**config.mk**
```make
export PLATFORM = sky130hd
export DESIGN_NAME = retimer_config_and_status
export DESIGN_NICKNAME = d
export VERILOG_FILES = /design/src/rtl/retimer_cfg_pkg.sv /design/src/rtl/smbus_target_port.sv /design/src/rtl/retimer_config_and_status.sv
export SDC_FILE = /design/constraint.sdc
export NUM_CORES = 1
export LEC_CHECK = 0
export ABC_AREA = 1
export BUFFER_PORTS_ARGS = -buffer_cell sky130_fd_sc_hd__buf_2
export CAP_MARGIN = 5
export CORE_ASPECT_RATIO = 0.6
export CORE_MARGIN = 2
export CORE_UTILIZATION = 32
export CTS_BUF_LIST = sky130_fd_sc_hd__clkbuf_8
export DETAILED_ROUTE_END_ITERATION = 10
export PLACE_DENSITY_LB_ADDON = 0.2
export SLEW_MARGIN = 20
export SYNTH_ARGS = -nofsm -noshare
export SYNTH_HDL_FRONTEND = slang
export SYNTH_SLANG_ARGS = --single-unit
export TNS_END_PERCENT = 1
```
**constraint.sdc**
```tcl
create_clock -name clock -period 38.6 [get_ports clock]
set_input_delay 9.65 -clock clock [delete_from_list [all_inputs] [get_ports clock]]
set_output_delay 9.65 -clock clock [all_outputs]
set_load 0.005 [all_outputs]
```
**src/rtl/retimer_cfg_pkg.sv**
```systemverilog
// constants shared by the retimer configuration and status logic
package retimer_cfg_pkg;

  // ==========================================================
  // channel count and register offsets
  localparam int         NUM_CH           = 4;
  localparam logic [7:0] OFS_CH_FLAGS     = 8'h05;
  localparam logic [7:0] OFS_CDR_BYPASS   = 8'h09;
  localparam logic [7:0] OFS_MUX_SEL      = 8'h1E;
  localparam logic [7:0] OFS_FALSE_LOCK   = 8'h2F;
  localparam logic [7:0] OFS_REF_MODE     = 8'h36;
  localparam logic [7:0] OFS_EYE_INT_EN   = 8'h6A;
  localparam logic [7:0] OFS_HEO_THRESH   = 8'h6B;
  localparam logic [7:0] OFS_VEO_THRESH   = 8'h6C;
  localparam logic [7:0] OFS_EVENT_STATUS = 8'h78;
  localparam logic [7:0] OFS_CHAN_SELECT  = 8'hFF;

  // ==========================================================
  // field positions
  localparam int CDR_BYPASS_BIT  = 5;
  localparam int MUX_SEL_LSB     = 5;
  localparam int FALSE_LOCK_BIT  = 1;
  localparam int REF_MODE_LSB    = 4;
  localparam int EYE_INT_EN_BIT  = 0;
  localparam int EV_LOS_BIT      = 0;
  localparam int EV_LOL_BIT      = 1;
  localparam int EV_EYE_BIT      = 2;

  // ==========================================================
  // reset values and codes
  localparam logic [7:0] RST_CDR_BYPASS = 8'h00;
  localparam logic [7:0] RST_MUX_SEL    = 8'h00;
  localparam logic [7:0] RST_FALSE_LOCK = 8'h02;
  localparam logic [7:0] RST_REF_MODE   = 8'h30;
  localparam logic [7:0] RST_EYE_INT_EN = 8'h00;
  localparam logic [7:0] RST_THRESH     = 8'h00;
  localparam logic [1:0] REF_MODE_NONE  = 2'h0;
  localparam logic [6:0] ADDR7_BASE     = 7'h18;
  localparam logic [6:0] ADDR7_TEST     = 7'h18;
  localparam logic [6:0] EE_ADDR7       = 7'h50;
  localparam logic [7:0] EE_START_OFS   = 8'h00;

  // ==========================================================
  // timing
  localparam int CLK_FREQ_MHZ     = 100;
  localparam int SMB_QUARTER_NS   = 2500;
  localparam int SMB_QUARTER_CYC  =
    (SMB_QUARTER_NS * CLK_FREQ_MHZ + 999) / 1000;
  localparam int QW               = $clog2(SMB_QUARTER_CYC);
  localparam int STRAP_SETTLE_CYC = 3;

endpackage

```
**src/rtl/smbus_target_port.sv**
```systemverilog
// byte-level smbus target with register pointer and auto-increment
`timescale 1ns/1ns
`default_nettype none

module smbus_target_port (
  input  wire logic       clock,
  input  wire logic       rst,
  input  wire logic       enable,
  input  wire logic       scl,
  input  wire logic       sda,
  input  wire logic [6:0] dev_addr,
  input  wire logic [7:0] rd_data,
  output logic      [7:0] rd_addr,
  output logic            sda_oe,
  output logic            wr_stb,
  output logic            rd_stb,
  output logic      [7:0] acc_addr,
  output logic      [7:0] wr_data
);

  typedef enum logic [2:0] {
    T_IDLE, T_ADDR, T_ACK, T_WBYTE, T_RBYTE, T_RACK
  } tstate_t;

  typedef struct packed {
    tstate_t    st;
    logic       scl_q;
    logic       sda_q;
    logic [3:0] cnt;
    logic [7:0] sh;
    logic       rw;
    logic       have_ptr;
    logic [7:0] ptr;
    logic [7:0] ra;
    logic [7:0] wd;
    logic       oe;
    logic       wr;
    logic       rd;
  } tgt_t;

  tgt_t r_reg;
  tgt_t r_next;
  logic rise;
  logic fall;

  assign rd_addr  = r_reg.ptr;
  assign sda_oe   = r_reg.oe;
  assign wr_stb   = r_reg.wr;
  assign rd_stb   = r_reg.rd;
  assign acc_addr = r_reg.ra;
  assign wr_data  = r_reg.wd;

  always_comb begin
    r_next = r_reg;
    r_next.wr = 1'b0;
    r_next.rd = 1'b0;
    r_next.scl_q = scl;
    r_next.sda_q = sda;
    rise = scl & ~r_reg.scl_q;
    fall = ~scl & r_reg.scl_q;
    if (!enable) begin
      r_next.st = T_IDLE;
      r_next.oe = 1'b0;
    end else if (scl && r_reg.scl_q && r_reg.sda_q && !sda) begin
      r_next.st = T_ADDR;
      r_next.cnt = 4'h0;
      r_next.oe = 1'b0;
      r_next.have_ptr = 1'b0;
    end else if (scl && r_reg.scl_q && !r_reg.sda_q && sda) begin
      r_next.st = T_IDLE;
      r_next.oe = 1'b0;
    end else begin
      case (r_reg.st)
        T_ADDR, T_WBYTE: begin
          if (rise) begin
            r_next.sh = {r_reg.sh[6:0], sda};
            r_next.cnt = r_reg.cnt + 4'h1;
          end
          if (fall && r_reg.cnt == 4'h8) begin
            r_next.cnt = 4'h0;
            r_next.st = T_ACK;
            r_next.oe = 1'b1;
            if (r_reg.st == T_ADDR) begin
              r_next.rw = r_reg.sh[0];
              if (r_reg.sh[7:1] != dev_addr) begin
                r_next.st = T_IDLE;
                r_next.oe = 1'b0;
              end
            end else if (r_reg.have_ptr) begin
              r_next.wr = 1'b1;
              r_next.ra = r_reg.ptr;
              r_next.wd = r_reg.sh;
              r_next.ptr = r_reg.ptr + 8'h01;
            end else begin
              r_next.ptr = r_reg.sh;
              r_next.have_ptr = 1'b1;
            end
          end
        end
        T_ACK: begin
          if (fall) begin
            r_next.oe = 1'b0;
            r_next.st = T_WBYTE;
            if (r_reg.rw) begin
              r_next.sh = rd_data;
              r_next.oe = ~rd_data[7];
              r_next.rd = 1'b1;
              r_next.ra = r_reg.ptr;
              r_next.ptr = r_reg.ptr + 8'h01;
              r_next.cnt = 4'h1;
              r_next.st = T_RBYTE;
            end
          end
        end
        T_RBYTE: begin
          if (fall) begin
            r_next.cnt = r_reg.cnt + 4'h1;
            r_next.sh = {r_reg.sh[6:0], 1'b0};
            r_next.oe = ~r_reg.sh[6];
            if (r_reg.cnt == 4'h8) begin
              r_next.oe = 1'b0;
              r_next.st = T_RACK;
            end
          end
        end
        T_RACK: begin
          if (rise) begin
            r_next.st = sda ? T_IDLE : T_ACK;
          end
        end
        default: begin
          r_next.oe = 1'b0;
        end
      endcase
    end
  end

  always_ff @(posedge clock or posedge rst) begin
    if (rst) begin
      r_reg <= '0;
    end else begin
      r_reg <= r_next;
    end
  end

endmodule

`default_nettype wire

```
**src/rtl/retimer_config_and_status.sv**
```systemverilog
// power-up configuration, reference mode and status logic of the retimer
`timescale 1ns/1ns
`default_nettype none

module retimer_config_and_status #(
  parameter int         EE_PAIRS = 16,
  parameter logic [6:0] EE_ADDR7 = retimer_cfg_pkg::EE_ADDR7
) (
  input  wire logic        clock,
  input  wire logic        rst,
  input  wire logic        ref_clock_input,
  output logic             ref_clock_forward_output,
  input  wire logic        config_mode_strap,
  input  wire logic        load_request_n,
  output logic             load_done_n,
  input  wire logic [3:0]  strap_lock_in,
  output logic      [3:0]  strap_lock_out,
  output logic      [3:0]  strap_lock_oe,
  input  wire logic        smb_scl_in,
  output logic             smb_scl_out,
  output logic             smb_scl_oe,
  input  wire logic        smb_sda_in,
  output logic             smb_sda_out,
  output logic             smb_sda_oe,
  output logic             int_n_out,
  output logic             int_n_oe,
  input  wire logic [3:0]  chan_signal_detect,
  input  wire logic [3:0]  chan_cdr_lock,
  input  wire logic [31:0] eye_opening_metrics_horiz,
  input  wire logic [31:0] eye_opening_metrics_vert,
  output logic      [7:0]  chan_ref_mode,
  output logic      [3:0]  chan_ref_assist,
  output logic      [3:0]  chan_false_lock_en,
  output logic      [3:0]  chan_cdr_bypass,
  output logic      [11:0] chan_mux_sel
);

  typedef enum logic [2:0] {
    P_INIT, P_WAIT, P_START, P_BYTE, P_STOP, P_SLAVE
  } phase_t;

  typedef struct packed {
    phase_t                   ph;
    logic [1:0]               scl_s;
    logic [1:0]               sda_s;
    logic [1:0]               ref_s;
    logic [1:0]               mode_s;
    logic [1:0]               req_s;
    logic [1:0][3:0]          strap_s;
    logic [1:0][3:0]          sd_s;
    logic [1:0][3:0]          lk_s;
    logic [1:0][31:0]         heo_s;
    logic [1:0][31:0]         veo_s;
    logic [3:0]               sd_q;
    logic [3:0]               lk_q;
    logic [retimer_cfg_pkg::QW-1:0] tcnt;
    logic [6:0]               addr7;
    logic [1:0]               qph;
    logic [3:0]               bitn;
    logic [7:0]               msh;
    logic [5:0]               mbyte;
    logic [7:0]               ee_off;
    logic                     scl_oe;
    logic                     sda_oe;
    logic                     m_sda;
    logic                     done_n;
    logic                     ref_out;
    logic [3:0]               lock_out;
    logic [3:0]               lock_oe;
    logic                     int_oe;
    logic [3:0]               assist;
    logic [3:0]               fle;
    logic [1:0]               chsel;
    logic [3:0][7:0]          cdr;
    logic [3:0][7:0]          mux;
    logic [3:0][7:0]          fld;
    logic [3:0][7:0]          refm;
    logic [3:0][7:0]          eyen;
    logic [3:0][7:0]          heot;
    logic [3:0][7:0]          veot;
    logic [3:0][7:0]          evs;
  } st_t;

  st_t        r_reg;
  st_t        r_next;
  logic       tick;
  logic       rx;
  logic       s_wr;
  logic       s_rd;
  logic       s_oe;
  logic [7:0] s_acc;
  logic [7:0] s_wdata;
  logic [7:0] s_rd_addr;
  logic [7:0] s_rdata;

  // ==========================================================
  // register access
  function automatic st_t reg_write(st_t s, logic [7:0] a, logic [7:0] d);
    st_t t;
    t = s;
    case (a)
      retimer_cfg_pkg::OFS_CDR_BYPASS:  t.cdr[s.chsel] = d;
      retimer_cfg_pkg::OFS_MUX_SEL:     t.mux[s.chsel] = d;
      retimer_cfg_pkg::OFS_FALSE_LOCK:  t.fld[s.chsel] = d;
      retimer_cfg_pkg::OFS_REF_MODE:    t.refm[s.chsel] = d;
      retimer_cfg_pkg::OFS_EYE_INT_EN:  t.eyen[s.chsel] = d;
      retimer_cfg_pkg::OFS_HEO_THRESH:  t.heot[s.chsel] = d;
      retimer_cfg_pkg::OFS_VEO_THRESH:  t.veot[s.chsel] = d;
      retimer_cfg_pkg::OFS_CHAN_SELECT: t.chsel = d[1:0];
      default: ;
    endcase
    return t;
  endfunction

  function automatic logic [7:0] reg_read(st_t s, logic [7:0] a);
    logic [7:0] v;
    v = 8'h00;
    case (a)
      retimer_cfg_pkg::OFS_CH_FLAGS: begin
        for (int c = 0; c < retimer_cfg_pkg::NUM_CH; c++) begin
          v[c] = |s.evs[c];
        end
      end
      retimer_cfg_pkg::OFS_CDR_BYPASS:   v = s.cdr[s.chsel];
      retimer_cfg_pkg::OFS_MUX_SEL:      v = s.mux[s.chsel];
      retimer_cfg_pkg::OFS_FALSE_LOCK:   v = s.fld[s.chsel];
      retimer_cfg_pkg::OFS_REF_MODE:     v = s.refm[s.chsel];
      retimer_cfg_pkg::OFS_EYE_INT_EN:   v = s.eyen[s.chsel];
      retimer_cfg_pkg::OFS_HEO_THRESH:   v = s.heot[s.chsel];
      retimer_cfg_pkg::OFS_VEO_THRESH:   v = s.veot[s.chsel];
      retimer_cfg_pkg::OFS_EVENT_STATUS: v = s.evs[s.chsel];
      retimer_cfg_pkg::OFS_CHAN_SELECT:  v = {6'h00, s.chsel};
      default: v = 8'h00;
    endcase
    return v;
  endfunction

  // bytes sent before the eeprom data: write, offset, read
  function automatic logic [7:0] ee_tx_byte(logic [5:0] idx);
    logic [7:0] b;
    b = {EE_ADDR7, 1'b1};
    if (idx == 6'h00) begin
      b = {EE_ADDR7, 1'b0};
    end else if (idx == 6'h01) begin
      b = retimer_cfg_pkg::EE_START_OFS;
    end
    return b;
  endfunction

  assign s_rdata = reg_read(r_reg, s_rd_addr);

  smbus_target_port u_target (
    .clock    (clock),
    .rst      (rst),
    .enable   (r_reg.ph == P_SLAVE),
    .scl      (r_reg.scl_s[1]),
    .sda      (r_reg.sda_s[1]),
    .dev_addr (r_reg.addr7),
    .rd_data  (s_rdata),
    .rd_addr  (s_rd_addr),
    .sda_oe   (s_oe),
    .wr_stb   (s_wr),
    .rd_stb   (s_rd),
    .acc_addr (s_acc),
    .wr_data  (s_wdata)
  );

  // ==========================================================
  // next state
  always_comb begin
    r_next = r_reg;
    tick = (r_reg.tcnt == retimer_cfg_pkg::QW'(
            retimer_cfg_pkg::SMB_QUARTER_CYC - 1));
    rx = (r_reg.mbyte >= 6'h03);
    r_next.tcnt = tick ? '0 : r_reg.tcnt + 1'b1;
    r_next.scl_s = {r_reg.scl_s[0], smb_scl_in};
    r_next.sda_s = {r_reg.sda_s[0], smb_sda_in};
    r_next.ref_s = {r_reg.ref_s[0], ref_clock_input};
    r_next.mode_s = {r_reg.mode_s[0], config_mode_strap};
    r_next.req_s = {r_reg.req_s[0], load_request_n};
    r_next.strap_s = {r_reg.strap_s[0], strap_lock_in};
    r_next.sd_s = {r_reg.sd_s[0], chan_signal_detect};
    r_next.lk_s = {r_reg.lk_s[0], chan_cdr_lock};
    r_next.heo_s = {r_reg.heo_s[0], eye_opening_metrics_horiz};
    r_next.veo_s = {r_reg.veo_s[0], eye_opening_metrics_vert};
    r_next.sd_q = r_reg.sd_s[1];
    r_next.lk_q = r_reg.lk_s[1];
    r_next.ref_out = r_reg.ref_s[1];
    r_next.lock_out = r_reg.lk_s[1];

    case (r_reg.ph)
      P_INIT: begin
        if (r_reg.tcnt == retimer_cfg_pkg::QW'(
            retimer_cfg_pkg::STRAP_SETTLE_CYC)) begin
          r_next.addr7 = retimer_cfg_pkg::ADDR7_BASE +
                         {3'h0, r_reg.strap_s[1]};
          if (r_reg.mode_s[1] && r_reg.req_s[1]) begin
            r_next.addr7 = retimer_cfg_pkg::ADDR7_TEST;
          end
          r_next.lock_oe = 4'hF;
          r_next.ph = r_reg.mode_s[1] ? P_SLAVE : P_WAIT;
          r_next.done_n = ~r_reg.mode_s[1];
        end
      end
      P_WAIT: begin
        if (!r_reg.req_s[1] && tick) begin
          r_next.ph = P_START;
          r_next.qph = 2'h0;
          r_next.mbyte = 6'h00;
        end
      end
      P_START: begin
        if (tick) begin
          r_next.qph = r_reg.qph + 2'h1;
          case (r_reg.qph)
            2'h0: begin
              r_next.m_sda = 1'b0;
              r_next.scl_oe = 1'b0;
            end
            2'h1: r_next.m_sda = 1'b1;
            default: begin
              r_next.scl_oe = 1'b1;
              r_next.ph = P_BYTE;
              r_next.qph = 2'h0;
              r_next.bitn = 4'h0;
              r_next.msh = ee_tx_byte(r_reg.mbyte);
            end
          endcase
        end
      end
      P_BYTE: begin
        if (tick) begin
          r_next.qph = r_reg.qph + 2'h1;
          case (r_reg.qph)
            2'h0: begin
              if (r_reg.bitn != 4'h8) begin
                r_next.m_sda = rx ? 1'b0 : ~r_reg.msh[7];
              end else begin
                r_next.m_sda = rx && (r_reg.mbyte !=
                               6'(2 + 2 * EE_PAIRS));
              end
            end
            2'h1: r_next.scl_oe = 1'b0;
            2'h2: begin
              if (r_reg.bitn != 4'h8) begin
                r_next.msh = rx ? {r_reg.msh[6:0], r_reg.sda_s[1]}
                                : {r_reg.msh[6:0], 1'b0};
              end
            end
            default: begin
              r_next.scl_oe = 1'b1;
              r_next.bitn = r_reg.bitn + 4'h1;
              if (r_reg.bitn == 4'h8) begin
                r_next.bitn = 4'h0;
                r_next.mbyte = r_reg.mbyte + 6'h01;
                r_next.msh = ee_tx_byte(r_reg.mbyte + 6'h01);
                if (rx && r_reg.mbyte[0]) begin
                  r_next.ee_off = r_reg.msh;
                end else if (rx) begin
                  r_next = reg_write(r_next, r_reg.ee_off, r_reg.msh);
                end
                if (r_reg.mbyte == 6'h01) begin
                  r_next.ph = P_START;
                end else if (r_reg.mbyte == 6'(2 + 2 * EE_PAIRS)) begin
                  r_next.ph = P_STOP;
                end
                // nack acted on with scl low, so the stop stays clean
                if (!rx && r_reg.sda_s[1]) begin
                  r_next.ph = P_STOP;
                end
              end
            end
          endcase
        end
      end
      P_STOP: begin
        if (tick) begin
          r_next.qph = r_reg.qph + 2'h1;
          case (r_reg.qph)
            2'h0: r_next.m_sda = 1'b1;
            2'h1: r_next.scl_oe = 1'b0;
            default: begin
              r_next.m_sda = 1'b0;
              r_next.ph = P_SLAVE;
              r_next.done_n = 1'b0;
            end
          endcase
        end
      end
      P_SLAVE: begin
        r_next.scl_oe = 1'b0;
        if (s_wr) begin
          r_next = reg_write(r_next, s_acc, s_wdata);
        end
        if (s_rd && s_acc == retimer_cfg_pkg::OFS_EVENT_STATUS) begin
          r_next.evs[r_reg.chsel] = 8'h00;
        end
      end
      default: r_next.ph = P_INIT;
    endcase

    // master owns sda only while it holds the bus
    r_next.sda_oe = (r_reg.ph == P_SLAVE) ? s_oe : r_reg.m_sda;

    // events set after clears so a coincident event survives
    for (int c = 0; c < retimer_cfg_pkg::NUM_CH; c++) begin
      if (r_reg.sd_q[c] && !r_reg.sd_s[1][c]) begin
        r_next.evs[c][retimer_cfg_pkg::EV_LOS_BIT] = 1'b1;
      end
      if (r_reg.lk_q[c] && !r_reg.lk_s[1][c]) begin
        r_next.evs[c][retimer_cfg_pkg::EV_LOL_BIT] = 1'b1;
      end
      if (r_reg.eyen[c][retimer_cfg_pkg::EYE_INT_EN_BIT] &&
          r_reg.lk_s[1][c] &&
          (r_reg.heo_s[1][c*8 +: 8] < r_reg.heot[c] ||
           r_reg.veo_s[1][c*8 +: 8] < r_reg.veot[c])) begin
        r_next.evs[c][retimer_cfg_pkg::EV_EYE_BIT] = 1'b1;
      end
      r_next.assist[c] = r_next.refm[c][retimer_cfg_pkg::REF_MODE_LSB +: 2]
                         != retimer_cfg_pkg::REF_MODE_NONE;
      r_next.fle[c] =
        ~r_next.fld[c][retimer_cfg_pkg::FALSE_LOCK_BIT];
    end
    r_next.int_oe = |r_next.evs;
  end

  always_ff @(posedge clock or posedge rst) begin
    if (rst) begin
      r_reg <= '0;
      r_reg.done_n <= 1'b1;
      r_reg.cdr <= {4{retimer_cfg_pkg::RST_CDR_BYPASS}};
      r_reg.mux <= {4{retimer_cfg_pkg::RST_MUX_SEL}};
      r_reg.fld <= {4{retimer_cfg_pkg::RST_FALSE_LOCK}};
      r_reg.refm <= {4{retimer_cfg_pkg::RST_REF_MODE}};
      r_reg.eyen <= {4{retimer_cfg_pkg::RST_EYE_INT_EN}};
      r_reg.heot <= {4{retimer_cfg_pkg::RST_THRESH}};
      r_reg.veot <= {4{retimer_cfg_pkg::RST_THRESH}};
      r_reg.assist <= 4'hF;
    end else begin
      r_reg <= r_next;
    end
  end

  // ==========================================================
  // outputs
  assign ref_clock_forward_output = r_reg.ref_out;
  assign load_done_n   = r_reg.done_n;
  assign strap_lock_out = r_reg.lock_out;
  assign strap_lock_oe  = r_reg.lock_oe;
  assign smb_scl_out   = 1'b0;
  assign smb_scl_oe    = r_reg.scl_oe;
  assign smb_sda_out   = 1'b0;
  assign smb_sda_oe    = r_reg.sda_oe;
  assign int_n_out     = 1'b0;
  assign int_n_oe      = r_reg.int_oe;
  assign chan_ref_assist    = r_reg.assist;
  assign chan_false_lock_en = r_reg.fle;

  generate
    for (genvar c = 0; c < 4; c++) begin : g_ch
      assign chan_ref_mode[c*2 +: 2] =
        r_reg.refm[c][retimer_cfg_pkg::REF_MODE_LSB +: 2];
      assign chan_cdr_bypass[c] =
        r_reg.cdr[c][retimer_cfg_pkg::CDR_BYPASS_BIT];
      assign chan_mux_sel[c*3 +: 3] =
        r_reg.mux[c][retimer_cfg_pkg::MUX_SEL_LSB +: 3];
    end
  endgenerate

endmodule

`default_nettype wire

```
* After elaboration in Yosys (flattened, before gate mapping)
Cells that the tools add are included. W data, S select, Z words.
Cells by class: add/sub/neg operators 7, magnitude comparators 11, equality and inequality tests 110, mux-type cells 189, bitwise gates (word level) 20, reductions and logical operators 102
Operators with widths (count):
- $mux W493 | 6
- $mux W496 | 2
- $mux W258 | 2
- $pmux W258 S2 | 1
- $mux W32 | 15
- $bwmux W32 | 14
- $pmux W178 S2 | 1
- $mux W280 | 1
- $mux W277 | 1
- $mux W205 | 1
- $mux W194 | 1
- $mux W8 | 22
- $bmux W8 S2 | 8
- $eq A8 B7 Y1 const B | 11
- $reduce_and A9 Y1 | 9
- $pmux W12 S3 | 2
- $lt A8 B8 Y1 | 8
- $mux W3 | 19
- $ne A2 B2 Y1 const B | 26
- $eq A8 B6 Y1 const B | 6
- $mux W12 | 4
- $mux W16 | 3
- $mux W14 | 3
- $reduce_and A6 Y1 | 7
- 75 further kinds | 266
Storage, ports and cells: flip-flop bits (word level) 542, output and inout port bits 48, word-level logic and storage cells 528

* Depth between registers and ports, before layout
depth after elaboration 20, mapped depth 15, depth with buffers taken out 14

* Modules after synthesis
A second synthesis with hierarchy kept.
Second synthesis, totals: cells, all modules 3372, area total of the unflattened synthesis 27566.4 sq um
By module, submodules not included:
- retimer_config_and_status | instances 1, cells an instance 2970, area each 24566.1 sq um, sequential area each 12208.0 sq um
- smbus_target_port | instances 1, cells an instance 402, area each 3000.4 sq um, sequential area each 1151.1 sq um

* Worst setup path before layout
OpenSTA, ideal clock, no wires.
path kind reg-to-output, start point register r_reg, in the netlist chan_ref_mode[2], end point output chan_ref_mode[2], data arrival time 0.630 ns, data required time 28.950 ns, setup slack 28.320 ns, cell stages (with the launch flop) 2, path buffers 1, cell sequence dfstp_2 buf_4
RTL lines:
- from (decl) | RTL line retimer_config_and_status.sv:84 | st_t r_reg;
- from (signal assigned) | RTL line retimer_config_and_status.sv:340 | r_reg <= r_next;
- to (decl) | RTL line retimer_config_and_status.sv:31 | output logic [7:0] chan_ref_mode,
No word-level cell between the ends.

==> flow_summary.toml <==
[status]
status = "finished, final reports clean"

[worst_hold_path]
whs_path_depth = 0
hold_path.class = "reg2reg"
min_to = "r_reg[450]$_DFF_PP0_"
min_from = "r_reg[418]$_DFF_PP0_"

[synthesis]
yosysUniqueCellTypes = 56
netlist_instances = 3343
syn_avg_cell_area_um2 = 8.06
yosysSeqAreaShare_pct = 49.6
ys_ff_latch = 533
syn_area_um2 = 26900
synth_warnings = 0

[floorplanning]
die_h_um = 229
dieWidth_um = 379
ios = 131
initial_utilization_pct = 32.3
rows = 82
die-area_um2 = 86600
core-area_um2 = 83400

[timing]
skew_ns = 0.0488
fmax_mhz = 81.8
hold_violations = 0
setup_tns_ns = 0
fin_crit_sh_pct = 31.7
tightest_slew_ns = 1.12
holdWs_ns = 0.343
fin_crit_ns = 12.23
rsz0062_at_grt = "no"
relSlewSlack_pct = 25.1
setup_viol = 0
slew_viol_final = 0

[power_and_ir_drop]
power_density_nw_per_um2 = 51.8
vdd_drop_max_uv = 30.0
p_leak_nw = 15.7

[critical_path]
r2r_cells = 10
r2r_slack_ns = 34.74
cp.required_ns = 39.37
end_kind = "asynchronous set/reset pin"
crit_path_max_fanout = 92
start_kind = "input port"
critPathKind = "in2async"
r2r_end = "u_target.r_reg[35]$_DFFE_PP0P_"
crit-reg2reg-launch = "r_reg[256]$_DFFE_PP0P_"
cp.arrival_ns = 13.00

[finish]
largest_reg_flops = 449
finalNetCount = 3615
fillerInstances = 8717
fin_area_um2 = 30700
syn2layout_area_growth_pct = 14.1
drive_gt1_share_pct = 12.8

[placement]
dp_hpwl_mm = 67.3
port_buffers = 127
gp_congestion = 0.888
placed_area_um2 = 28500

[grt]
grt_pass1_wl_mm = 143
grt_max_degree = 93
grt_overflow = 0
antenna_found_initial = 5
grt_pass1_vias = 21764
track_usage_pct = 22.0

[clock_network]
cts_resized = 0
hold_buffers = 0
clock-sinks = 533
cts_buffers = 90
clockBufferDepth = 3
clk_latency_ns = 0.78
cts_setup_buffers = 0
htreeDepth = 3
cts_tree = "built"
root_buffer = "clkbuf_8"
clk_pin_slew_ns = 0.06

[routing]
route.detailed.wl_per_inst_um = 20.1
via_per_inst = 4.89
vias = 22811
drt_wl_total_mm = 94.0
first_iter_violations = 2489
drc = 0
postRouteAntennaNets = 0
dr.pass1.iters = 6

[flow_run]
max_cap_viol_count = 0
power by group:
part	switching (mW)	internal (mW)	leakage, nW	total (mW)
Clock	0.264	0.380	1.23	0.644
Sequential	0.0395	0.612	6.78	0.652
Combinational	0.201	0.0961	7.74	0.297
Total	0.505	1.09	15.7	1.59
worst max path at each step:
stage	start	end	slack, ns	depth (start not counted)
after global placement	rst	r_reg[456]$_DFF_PP0_	25.44	5
after floorplan	rst	chan_cdr_bypass[0]$_DFFE_PP0P_	14.08	1
after global routing	rst	r_reg[85]$_DFFE_PP0P_	25.89	5
after CTS	rst	r_reg[85]$_DFFE_PP0P_	26.27	5
final	rst	r_reg[88]$_DFFE_PP0P_	26.37	5
after detailed placement	rst	r_reg[456]$_DFF_PP0_	25.44	5
stage by stage:
stage,util (%),setup WS [ns],power [mW],cells
floorplan,-,14.08,0.871,3345
global placement,34.1,25.44,0.955,4497
detailed placement,34.1,25.44,0.955,4497
CTS,36.8,26.27,1.61,4665
global route,36.9,25.89,1.69,4669
finish,36.9,26.37,1.59,4669
synth_stat cells, drive strengths merged:
cell type,count,area share [%]
inv,588,8.2
o211ai,8,0.22
buf,103,2.6
nand4,40,0.93
o22a,1,0.033
a21boi,4,0.13
xor2,7,0.23
a211oi,3,0.084
a31oi,5,0.12
nand3,197,4.0
o221ai,1,0.033
mux2i,1,0.037
o21bai,2,0.056
o21a,5,0.14
o22ai,132,3.1
xnor2,4,0.13
nand3b,10,0.28
dfstp,17,1.7
dfrtp,516,48
nor4,7,0.16
clkinv,1,0.014
nor3,45,0.89
a22oi,29,0.81
conb,1,0.014
clkbuf,39,0.54
nor2,437,6.7
o2bb2ai,1,0.033
or2,11,0.26
nand2,661,9.6
o2111ai,2,0.065
o41ai,2,0.065
o21ai,240,4.7
a21oi,144,2.7
ha,77,3.6
o31ai,2,0.056
kinds of logic after synthesis:
group | after synthesis | share of synthesized area (%)
AND/OR/NAND/NOR | 1408 | 22.7
other | 1 | 0.0139
flip-flops | 533 | 49.6
XOR/XNOR | 11 | 0.358
buffers and inverters | 731 | 11.4
adder cells (fa/ha/maj) | 77 | 3.58
multiplexers | 1 | 0.0372
AO/OA/AOI/OAI | 581 | 12.3
critical path: stages:
cell and delay [ns]:
buf_2 0.13, inv_8 0.44, buf_4 0.79, buf_4 0.86, buf_4 0.79
placed cells by master, fill, tap and decap left out, types with 5 or more instances in the layout:
| cell | n |
|---|---|
| nand2_1 | 638 |
| inv_1 | 584 |
| dfrtp_1 | 516 |
| nor2_1 | 403 |
| nand3_1 | 184 |
| o21ai_0 | 150 |
| a21oi_1 | 143 |
| o22ai_1 | 132 |
| buf_2 | 127 |
| clkbuf_8 | 112 |
| ha_1 | 77 |
| o21ai_1 | 73 |
| nor3_1 | 42 |
| nand4_1 | 40 |
| buf_4 | 32 |
| a22oi_1 | 29 |
| inv_2 | 17 |
| nor2_2 | 17 |
| nand2_2 | 17 |
| dfstp_2 | 17 |
| bufinv_16 | 17 |
| o21ai_2 | 16 |
| nor2_4 | 15 |
| clkinv_2 | 12 |
| nand3_2 | 11 |
| or2_2 | 11 |
| nand3b_1 | 10 |
| o211ai_1 | 8 |
| xor2_1 | 7 |
| nor4_1 | 6 |
| a31oi_1 | 5 |
| o21a_1 | 5 |
cell type report:
| type | instances | area, um2 | area share, % |
|---|---|---|---|
| Sequential cell | 533 | 13400 | 43.5 |
| Multi-Input combinational cell | 2081 | 10600 | 34.4 |
| Inverter | 589 | 2230 | 7.26 |
| Clock buffer | 112 | 1540 | 5.01 |
| Tap cell | 1134 | 1420 | 4.62 |
| Timing Repair Buffer | 160 | 887 | 2.89 |
| Clock inverter | 56 | 732 | 2.38 |
| Antenna cell | 4 | 10.0 | 0.0326 |
per-layer routing:
layer | vias up | GRT usage, % | wire, um
met4 | 4 | 5.64 | 2080
li1 | 10897 | - | -
met1 | 10907 | 34.4 | 47000
met3 | 148 | 9.05 | 10600
met2 | 855 | 27.0 | 34300
met5 | - | 0 | 15
Power figures use the tool's default switching activity.
